$ cat src/design/hcc_regs.svh
`ifndef HCC_REGS_SVH
`define HCC_REGS_SVH

// ****************************************************************
// direct map addresses (4-bit register select)
// ****************************************************************
`define HCC_DIR_CTRL_ADDR 4'h9
`define HCC_DIR_XLO_ADDR 4'hc
`define HCC_DIR_XHI_ADDR 4'hd
`define HCC_DIR_YLO_ADDR 4'he
`define HCC_DIR_YHI_ADDR 4'hf

// ****************************************************************
// indirect map index
// ****************************************************************
`define HCC_IND_CTRL_INDEX 8'h06

// ****************************************************************
// indirect control field positions
// ****************************************************************
`define HCC_CCR_SEL_BIT 7
`define HCC_CCR_FINV_BIT 6
`define HCC_CCR_ILACE_BIT 5
`define HCC_CCR_VBLEN_BIT 4
`define HCC_CCR_RAMHI_MSB 3
`define HCC_CCR_RAMHI_LSB 2
`define HCC_CCR_FMT_MSB 1
`define HCC_CCR_FMT_LSB 0

// ****************************************************************
// reset values and masks
// ****************************************************************
`define HCC_IND_CTRL_RESET 8'h00
`define HCC_DIR_CTRL_RESET 8'h00
`define HCC_DIR_CTRL_MASK 8'h03
`define HCC_POS_HI_MASK 8'h0f

// ****************************************************************
// vertical blank detection thresholds, in dot clocks
// ****************************************************************
`define HCC_VBL_SHORT 13'h0800
`define HCC_VBL_LONG 13'h1000

`endif

$ cat src/design/hcc_pkg.sv
package hcc_pkg;

   // cursor ram interpretation format
   typedef enum logic [1:0] {
      HCC_FMT_OFF = 2'h0,
      HCC_FMT_THREE_COLOR = 2'h1,
      HCC_FMT_ALT_A = 2'h2,
      HCC_FMT_ALT_B = 2'h3
   } hcc_fmt_e;

   typedef struct packed {
      logic ctrl_reg_select;
      logic field_sense_invert;
      logic interlace_cursor_en;
      logic vblank_detect_len;
      logic cursor_ram_addr_b9;
      logic cursor_ram_addr_b8;
      logic cursor_fmt_hi;
      logic cursor_fmt_lo;
   } hcc_ind_ctrl_s;

   typedef struct packed {
      logic [11:0] pos_x;
      logic [11:0] pos_y;
   } hcc_pos_s;

endpackage : hcc_pkg

$ cat src/design/hcc_cursor_ctrl.sv
`timescale 1ns/1ps
`default_nettype none
`include "hcc_regs.svh"

// Overview of operation
// - format comes from indirect control when select is 0, else direct
// - interlace enable uses the field input, xor the field sense invert bit, as the odd/even field
// - vblank after 2048 or 4096 dot clocks between blank rising edges
// - two control bits form cursor ram address bits 9 and 8
// - mode 00 off, 01 three-color, 10 and 11 other formats
// - direct control at 1001 holds the mode, other bits zero, reset 00
// - 12-bit x/y lower-right corner, low bytes and high nibbles
// - each coordinate accepts any value from 0 to 4095
// - zero in x or y puts the cursor off screen
// - position registers are not reset and always accessible
// - indirect control at index 06, read/write, resets to 00
module hcc_cursor_ctrl
   import hcc_pkg::*;
(
   input wire logic I_CLK,
   input wire logic I_RESET,
   // direct register map access
   input wire logic I_DIR_WR,
   input wire logic I_DIR_RD,
   input wire logic [3:0] I_DIR_ADDR,
   input wire logic [7:0] I_DIR_WDATA,
   output logic [7:0] O_DIR_RDATA,
   // indirect register map access
   input wire logic I_IND_WR,
   input wire logic I_IND_RD,
   input wire logic [7:0] I_IND_INDEX,
   input wire logic [7:0] I_IND_WDATA,
   output logic [7:0] O_IND_RDATA,
   // low cursor ram address from the direct-map address register
   input wire logic [7:0] I_CURSOR_RAM_ADDR_LO,
   // video pins
   input wire logic I_BLANK,
   input wire logic I_FIELD,
   // to the cursor engine
   output logic [9:0] O_CURSOR_RAM_ADDR,
   output logic [1:0] O_CURSOR_MODE,
   output logic O_INTERLACE_EN,
   output logic O_FIELD_ODD,
   output logic O_VBLANK,
   output logic [11:0] O_POS_X,
   output logic [11:0] O_POS_Y,
   output logic O_CURSOR_OFF_SCREEN
);

   // ****************************************************************
   // decode
   // ****************************************************************
   // one compare shared by every direct-map register select
   function automatic logic dir_sel(input logic [3:0] addr,
      input logic [3:0] target);
      return addr == target;
   endfunction : dir_sel

   // ****************************************************************
   // registers
   // ****************************************************************
   hcc_ind_ctrl_s ind_ctrl;
   logic [1:0] dir_fmt;
   hcc_pos_s pos;

   wire logic dir_hit_ctrl = dir_sel(I_DIR_ADDR, `HCC_DIR_CTRL_ADDR);
   wire logic dir_hit_xlo = dir_sel(I_DIR_ADDR, `HCC_DIR_XLO_ADDR);
   wire logic dir_hit_xhi = dir_sel(I_DIR_ADDR, `HCC_DIR_XHI_ADDR);
   wire logic dir_hit_ylo = dir_sel(I_DIR_ADDR, `HCC_DIR_YLO_ADDR);
   wire logic dir_hit_yhi = dir_sel(I_DIR_ADDR, `HCC_DIR_YHI_ADDR);
   wire logic ind_hit_ctrl = I_IND_INDEX == `HCC_IND_CTRL_INDEX;

   always_ff @(posedge I_CLK) begin
      if (I_RESET) begin
         ind_ctrl <= hcc_ind_ctrl_s'(`HCC_IND_CTRL_RESET);
      end else if (I_IND_WR && ind_hit_ctrl) begin
         ind_ctrl <= hcc_ind_ctrl_s'(I_IND_WDATA);
      end
   end

   always_ff @(posedge I_CLK) begin
      if (I_RESET) begin
         dir_fmt <= 2'(`HCC_DIR_CTRL_RESET & `HCC_DIR_CTRL_MASK);
      end else if (I_DIR_WR && dir_hit_ctrl) begin
         dir_fmt <= I_DIR_WDATA[1:0];
      end
   end

   // position has no reset and no display-timing interlock
   // halves land one write at a time, so a move may show a mixed corner
   always_ff @(posedge I_CLK) begin
      if (I_DIR_WR && dir_hit_xlo) begin
         pos.pos_x[7:0] <= I_DIR_WDATA;
      end
      if (I_DIR_WR && dir_hit_xhi) begin
         pos.pos_x[11:8] <= I_DIR_WDATA[3:0];
      end
      if (I_DIR_WR && dir_hit_ylo) begin
         pos.pos_y[7:0] <= I_DIR_WDATA;
      end
      if (I_DIR_WR && dir_hit_yhi) begin
         pos.pos_y[11:8] <= I_DIR_WDATA[3:0];
      end
   end

   // ****************************************************************
   // read paths
   // ****************************************************************
   // unselected addresses read zero, never stale data
   wire logic [7:0] dir_read =
      dir_hit_ctrl ? {6'h00, dir_fmt} :
      dir_hit_xlo ? pos.pos_x[7:0] :
      dir_hit_xhi ? {4'h0, pos.pos_x[11:8]} :
      dir_hit_ylo ? pos.pos_y[7:0] :
      dir_hit_yhi ? {4'h0, pos.pos_y[11:8]} :
      8'h00;
   wire logic [7:0] ind_read = ind_hit_ctrl ? ind_ctrl : 8'h00;

   // read data is held between reads so the host may sample it late
   always_ff @(posedge I_CLK) begin
      if (I_RESET) begin
         O_DIR_RDATA <= 8'h00;
         O_IND_RDATA <= 8'h00;
      end else begin
         if (I_DIR_RD) begin
            O_DIR_RDATA <= dir_read;
         end
         if (I_IND_RD) begin
            O_IND_RDATA <= ind_read;
         end
      end
   end

   // ****************************************************************
   // pin synchronisers
   // ****************************************************************
   logic [1:0] blank_sync;
   logic [1:0] field_sync;
   logic blank_prev;

   always_ff @(posedge I_CLK) begin
      if (I_RESET) begin
         blank_sync <= 2'h0;
         field_sync <= 2'h0;
         blank_prev <= 1'b0;
      end else begin
         blank_sync <= {blank_sync[0], I_BLANK};
         field_sync <= {field_sync[0], I_FIELD};
         blank_prev <= blank_sync[1];
      end
   end

   // ****************************************************************
   // vertical blank detection
   // ****************************************************************
   // counter saturates at the long threshold so a stopped display
   // cannot wrap it back under the limit
   logic [12:0] gap_count;
   wire logic blank_rise = blank_sync[1] & ~blank_prev;
   wire logic [12:0] vbl_limit =
      ind_ctrl.vblank_detect_len ? `HCC_VBL_LONG : `HCC_VBL_SHORT;
   wire logic [12:0] next_gap_count = blank_rise ? 13'h0000 :
      (gap_count == `HCC_VBL_LONG) ? gap_count : 13'(gap_count + 13'h0001);
   wire logic next_vblank = ~blank_rise && (next_gap_count >= vbl_limit);

   always_ff @(posedge I_CLK) begin
      if (I_RESET) begin
         gap_count <= 13'h0000;
      end else begin
         gap_count <= next_gap_count;
      end
   end

   // ****************************************************************
   // cursor engine outputs
   // ****************************************************************
   wire logic [1:0] ind_fmt = {ind_ctrl.cursor_fmt_hi, ind_ctrl.cursor_fmt_lo};
   wire hcc_fmt_e next_mode =
      hcc_fmt_e'(ind_ctrl.ctrl_reg_select ? dir_fmt : ind_fmt);
   wire logic next_field_odd =
      field_sync[1] ^ ind_ctrl.field_sense_invert;
   wire logic next_off_screen =
      (pos.pos_x == 12'h000) || (pos.pos_y == 12'h000);

   always_ff @(posedge I_CLK) begin
      if (I_RESET) begin
         O_CURSOR_MODE <= HCC_FMT_OFF;
         O_INTERLACE_EN <= 1'b0;
         O_CURSOR_RAM_ADDR <= 10'h000;
      end else begin
         O_CURSOR_MODE <= next_mode;
         O_INTERLACE_EN <= ind_ctrl.interlace_cursor_en;
         O_CURSOR_RAM_ADDR <= {ind_ctrl.cursor_ram_addr_b9,
            ind_ctrl.cursor_ram_addr_b8, I_CURSOR_RAM_ADDR_LO};
      end
   end

   // field and blank indicators lag their pins by the synchroniser depth plus one output register
   always_ff @(posedge I_CLK) begin
      if (I_RESET) begin
         O_FIELD_ODD <= 1'b0;
         O_VBLANK <= 1'b0;
      end else begin
         O_FIELD_ODD <= next_field_odd;
         O_VBLANK <= next_vblank;
      end
   end

   // position outputs follow the unreset position registers
   always_ff @(posedge I_CLK) begin
      O_POS_X <= pos.pos_x;
      O_POS_Y <= pos.pos_y;
      O_CURSOR_OFF_SCREEN <= next_off_screen;
   end

endmodule : hcc_cursor_ctrl
`default_nettype wire

$ cat config.mk
export PLATFORM = sky130hd
export DESIGN_NAME = hcc_cursor_ctrl
export DESIGN_NICKNAME = d
export VERILOG_FILES = /design/src/design/hcc_pkg.sv /design/src/design/hcc_cursor_ctrl.sv
export VERILOG_INCLUDE_DIRS = /design/src /design/src/design
export SDC_FILE = /design/constraint.sdc
export NUM_CORES = 1
export LEC_CHECK = 0
export ABC_AREA = 0
export BUFFER_PORTS_ARGS = -buffer_cell sky130_fd_sc_hd__buf_4
export CAP_MARGIN = 20
export CORE_ASPECT_RATIO = 0.75
export CORE_MARGIN = 10
export CORE_UTILIZATION = 50
export CTS_CLUSTER_DIAMETER = 80
export CTS_CLUSTER_SIZE = 40
export DETAILED_ROUTE_END_ITERATION = 10
export PLACE_DENSITY = 0.82
export SETUP_SLACK_MARGIN = 0.3
export SLEW_MARGIN = 40
export SYNTH_ARGS = -nofsm -noshare
export SYNTH_HDL_FRONTEND = slang
export SYNTH_SLANG_ARGS = --single-unit
$ cat constraint.sdc
create_clock -name I_CLK -period 5.1 [get_ports I_CLK]
set_input_delay 0.255 -clock I_CLK [delete_from_list [all_inputs] [get_ports I_CLK]]
set_output_delay 0.255 -clock I_CLK [all_outputs]
set_load 0.005 [all_outputs]
== Word-level counts from Yosys, hierarchy flattened ==
Index checks and enable logic that the tools add are counted.

* Add/subtract/negate cells: 1
* Order comparisons: 1
* Eq/ne operators: 7
* Muxes and demuxes: 10
* Bitwise gates (word level): 4
* Reductions and logical operators: 10

{| class="wikitable"
|+ Operators with widths
! kind !! count
|-
| 8-bit two-way mux || 5
|-
| 13-bit two-way mux || 3
|-
| 12-bit zero test || 2
|-
| 4-bit equality test, second input constant || 5
|-
| 13-bit by 1-bit adder with 13-bit output, second input constant || 1
|-
| 13-bit equality test, second input constant || 1
|-
| 13-bit >= comparator || 1
|-
| 8-bit by 3-bit equality test with 1-bit output, second input constant || 1
|-
| 1-bit logical AND || 7
|-
| 4-bit two-way mux || 1
|-
| 2-bit two-way mux || 1
|-
| 1-bit NOT || 2
|-
| 1-bit AND || 1
|-
| 1-bit logical OR || 1
|-
| 1-bit bitwise XOR || 1
|}

* Flip-flop bits (word level): 108
* Input bits: 44
* Word-level logic and storage cells: 60

== Depth between registers and ports, before layout ==
* Depth in word-level cells: 6
* Depth in mapped cells: 10
* Mapped depth without buffers: 10

== Worst setup path before layout ==
No wires, ideal clock.

* Path type: reg2reg
* Start point: register gap_count[1]
* End point: register O_VBLANK
* Arrival: 1.995 ns
* Data required time: 5.016 ns
* Setup slack: 3.021 ns
* Cell stages (with the launch flop): 11
* Cell sequence: dfxtp_1 ha_1 nand3_2 nor4_2 xnor2_1 nor2_1 ha_1 nand2_1 nor3_1 nand3_1 o31ai_2

* Longest elaborated chain between the ends: 5
* Elaborated cells between the ends (all ways): 6

{| class="wikitable"
|+ Ends and longest elaborated chain
! element !! line !! source
|-
| start: declaration || hcc_cursor_ctrl.sv:158 || <nowiki>logic [12:0] gap_count;</nowiki>
|-
| start signal: assignment || hcc_cursor_ctrl.sv:170 || <nowiki>gap_count <= next_gap_count;</nowiki>
|-
| 13-bit by 1-bit adder with 13-bit output / 13-bit equality test (equally long branches) || n/a ||
|-
| 13-bit two-way mux (*) || hcc_cursor_ctrl.sv:163 || <nowiki>(gap_count == `HCC_VBL_LONG) ? gap_count : 13'(gap_count + 13'h0001);</nowiki>
|-
| 13-bit two-way mux (*) || hcc_cursor_ctrl.sv:162 || <nowiki>wire logic [12:0] next_gap_count = blank_rise ? 13'h0000 :</nowiki>
|-
| net next_gap_count[12] || hcc_cursor_ctrl.sv:162 ||
|-
| 13-bit >= comparator (*) || hcc_cursor_ctrl.sv:164 || <nowiki>wire logic next_vblank = ~blank_rise && (next_gap_count >= vbl_limit);</nowiki>
|-
| 1-bit logical AND (*) || hcc_cursor_ctrl.sv:164 ||
|-
| end signal: assignment || hcc_cursor_ctrl.sv:205 || <nowiki>O_VBLANK <= next_vblank;</nowiki>
|-
| end: declaration || hcc_cursor_ctrl.sv:44 || <nowiki>output logic O_VBLANK,</nowiki>
|}

Mark *: on every way through the listed nets, which the timed path passes. The rest lies on a longest branch.
A chain may end at the register's enable or synchronous reset.

== Worst setup path in the final report ==
* Start point: register gap_count[0]
* End point: register O_VBLANK

The elaborated chain is that of the path after synthesis.

==> flow_summary.toml <==
[sta]
rsz0062_at_grt = "false"
maxSlewViolCount = 0
max_freq_ghz = 0.418
min_period_ns = 2.39
finalCritPeriodShare_pct = 47.0
holdWs_ns = 0.0668
worst_pin_slew_ns = 0.789
clock-skew-final_ns = 0.0142
fin_tns_setup_ns = 0
hold_viol_final = 0
relSlewSlack_pct = 47.0
setup_viol = 0
worst_slack_ns = 2.71

[global_routing]
antenna_found_initial = 0
grt_pass1_wl_um = 13900
grt_pass1_vias = 2724
grt_usage_pct = 14.8
overflow = 0
grt_max_degree = 49

[placed_design]
placed_cells = 516
pre_cts_slack_ns = 2.76
placed_area_sq_mm = 0.00470
place_congestion = 0.832
hpwl_um = 6490
port_buffers = 99

[layout]
syn_to_final_growth_pct = 25.1
final_cell_count_no_fill = 532
fin_area_sq_mm = 0.00488
num_antenna_cells = 0
drive_gt1_share_pct = 32.9
nets = 474

[setup_path]
worstSetupEndpointType = "flip-flop"
required_ns = 5.38
worst-setup-path-type = "reg2reg"
startpoint_type = "flip-flop"
arrival_ns = 2.67
cp_max_fo = 8

[clock_network]
hold_buffers = 0
tritoncts_num_sinks = 108
numCtsBuffers = 9
post_cts_buffers = 0
clk_latency_ns = 0.36
post_cts_resized = 0
cts_max_level = 3
cts_tree = "done"
root_buffer = "clkbuf_8"
cts.path.max_buffers = 2
path_clk_slew_ns = 0.11

[die]
die_w_um = 122
dieArea_sq_mm = 0.0118
start_util_pct = 52.3
rows = 27
die-height_um = 96.5
design.portCount = 100
core_area_sq_mm = 0.00747

[pwr]
p_leak_nw = 1.99
p_int_w = 0.00112
ir_drop_uv = 146
p_sw_share_pct = 23.6
pwr-share-clk_pct = 32.6
p_sw_w = 0.000348
combPwrFrac_pct = 6.2
power_density_mw_per_mm2 = 302
power.share.sequential_pct = 61.2

[logic_synthesis]
ys.flop_type = "dfxtp_1"
synth_seq_area_share_pct = 61.6
async_flop_share_pct = 0
synth_edf_count = 24
avgSynthCellArea_sq_um = 11.8
netlist_instances = 331
yosys.cell_count.top_type = "dfxtp_1"
synth_top_area_share_pct = 43.1
synth_seq_cells = 108
synth_area_sq_mm = 0.00390
syn_nets = 379
yosys.area.top_type = "dfxtp_1"
synthTopCellsByArea = "dfxtp_1, edfxtp_1, nor2b_1"
ys_types = 47
synthTopCellsByCount = "dfxtp_1, nor2_1, nor2b_1, edfxtp_1, a21oi_1"
yosysWarnings = 0

[routing]
via_count = 2707
viasPerCell = 5.09
drtIter0Drc = 151
final_antenna_net_count = 0
wl_per_cell_um = 16.4
routed_wl_um = 8730
drc = 0
drt-pass1-iter-count = 4

[min_path]
hold_class = "in2reg"

[status]
status = "completed"

[job]
cap_violations = 0
==> cell usage in the layout (no fill, tap or decap), drive strengths merged, types with 4 or more instances in the layout <==
master / count
xor2: 6
nand2: 11
mux2: 4
mux2i: 10
ha: 4
xnor2: 7
nor3: 7
buf: 101
clkbuf: 9
nand2b: 7
mux4: 4
edfxtp: 24
nor4: 10
a21oi: 18
dfxtp: 84
nor2: 43
nand3: 17
nor2b: 27
nand4: 6
clkinv: 4
inv: 8
==> cell families after synthesis <==
logic type / share of synthesized area, %
DFF: 61.6
buffers and inverters: 2.73
AOI/OAI and AO/OA: 5.03
adders and majority gates: 1.28
xor gates and xnor gates: 2.92
and+or+nand+nor: 20.5
muxes: 6.03
==> power by group through the flow <==
stage               registers [W]  logic (W)  clock network (W)
detailed placement       0.000920  0.0000917                  0
global placement         0.000919  0.0000897                  0
finish                   0.000901  0.0000914           0.000480
CTS                      0.000901  0.0000924           0.000494
floorplan                0.000917  0.0000412                  0
global route             0.000903   0.000100           0.000529
==> stage by stage <==
step | utilization [%] | total power [W]
2_1_floorplan | - | 0.000958
3_3_place_gp | 62.9 | 0.00101
3_5_place_dp | 62.9 | 0.00101
4_1_cts | 65.4 | 0.00149
5_1_grt | 65.4 | 0.00153
6_report | 65.4 | 0.00147
==> critical path: stages (launching register included) <==
cell     delay, ns
dfxtp_1       0.53
ha_1          0.30
nand3_2       0.16
nor4_2        0.31
xnor2_1       0.18
nor2_1        0.07
ha_1          0.28
nand2_1       0.05
nor3_1        0.12
nand3_1       0.11
o31ai_2       0.21
==> per-layer routing <==
metal / track usage (%) / wire length, um
met5: 0 / 0
met4: 4.95 / 97
met3: 5.74 / 779
met2: 23.4 / 3960
met1: 18.4 / 3890
==> flip-flops by register name, summed over array words and instances, names as in the netlist <==
| name | count |
|---|---|
| O_CURSOR_RAM_ADDR | 10 |
| O_FIELD_ODD | 1 |
| O_IND_RDATA | 8 |
| O_DIR_RDATA | 8 |
| O_POS_X | 12 |
| gap_count | 13 |
| ind_ctrl | 8 |
| pos | 24 |
| field_sync | 2 |
| O_INTERLACE_EN | 1 |
| O_CURSOR_MODE | 2 |
| O_POS_Y | 12 |
| O_VBLANK | 1 |
| blank_prev | 1 |
| O_CURSOR_OFF_SCREEN | 1 |
| blank_sync | 2 |
| dir_fmt | 2 |
==> final cells by class <==
type,count,area [sq um]
inverter,5,18.8
multi-input combinational,201,1390
tap,101,126
fill,601,2580
clock buffer,9,124
clock inverter,7,60.1
timing repair buffer,101,758
sequential,108,2400
==> path summary, 6_finish.rpt <==
check                 startpoint    endpoint  slack, ns  cells past startpoint
setup / recovery    gap_count[0]    O_VBLANK       2.71                     10
hold reg to reg          pos[16]  O_POS_X[4]       0.41                      0
setup reg to reg    gap_count[0]    O_VBLANK       2.71                     10
hold / removal    I_DIR_WDATA[6]     pos[18]       0.07                      1
(Power assumes the default switching activity.)
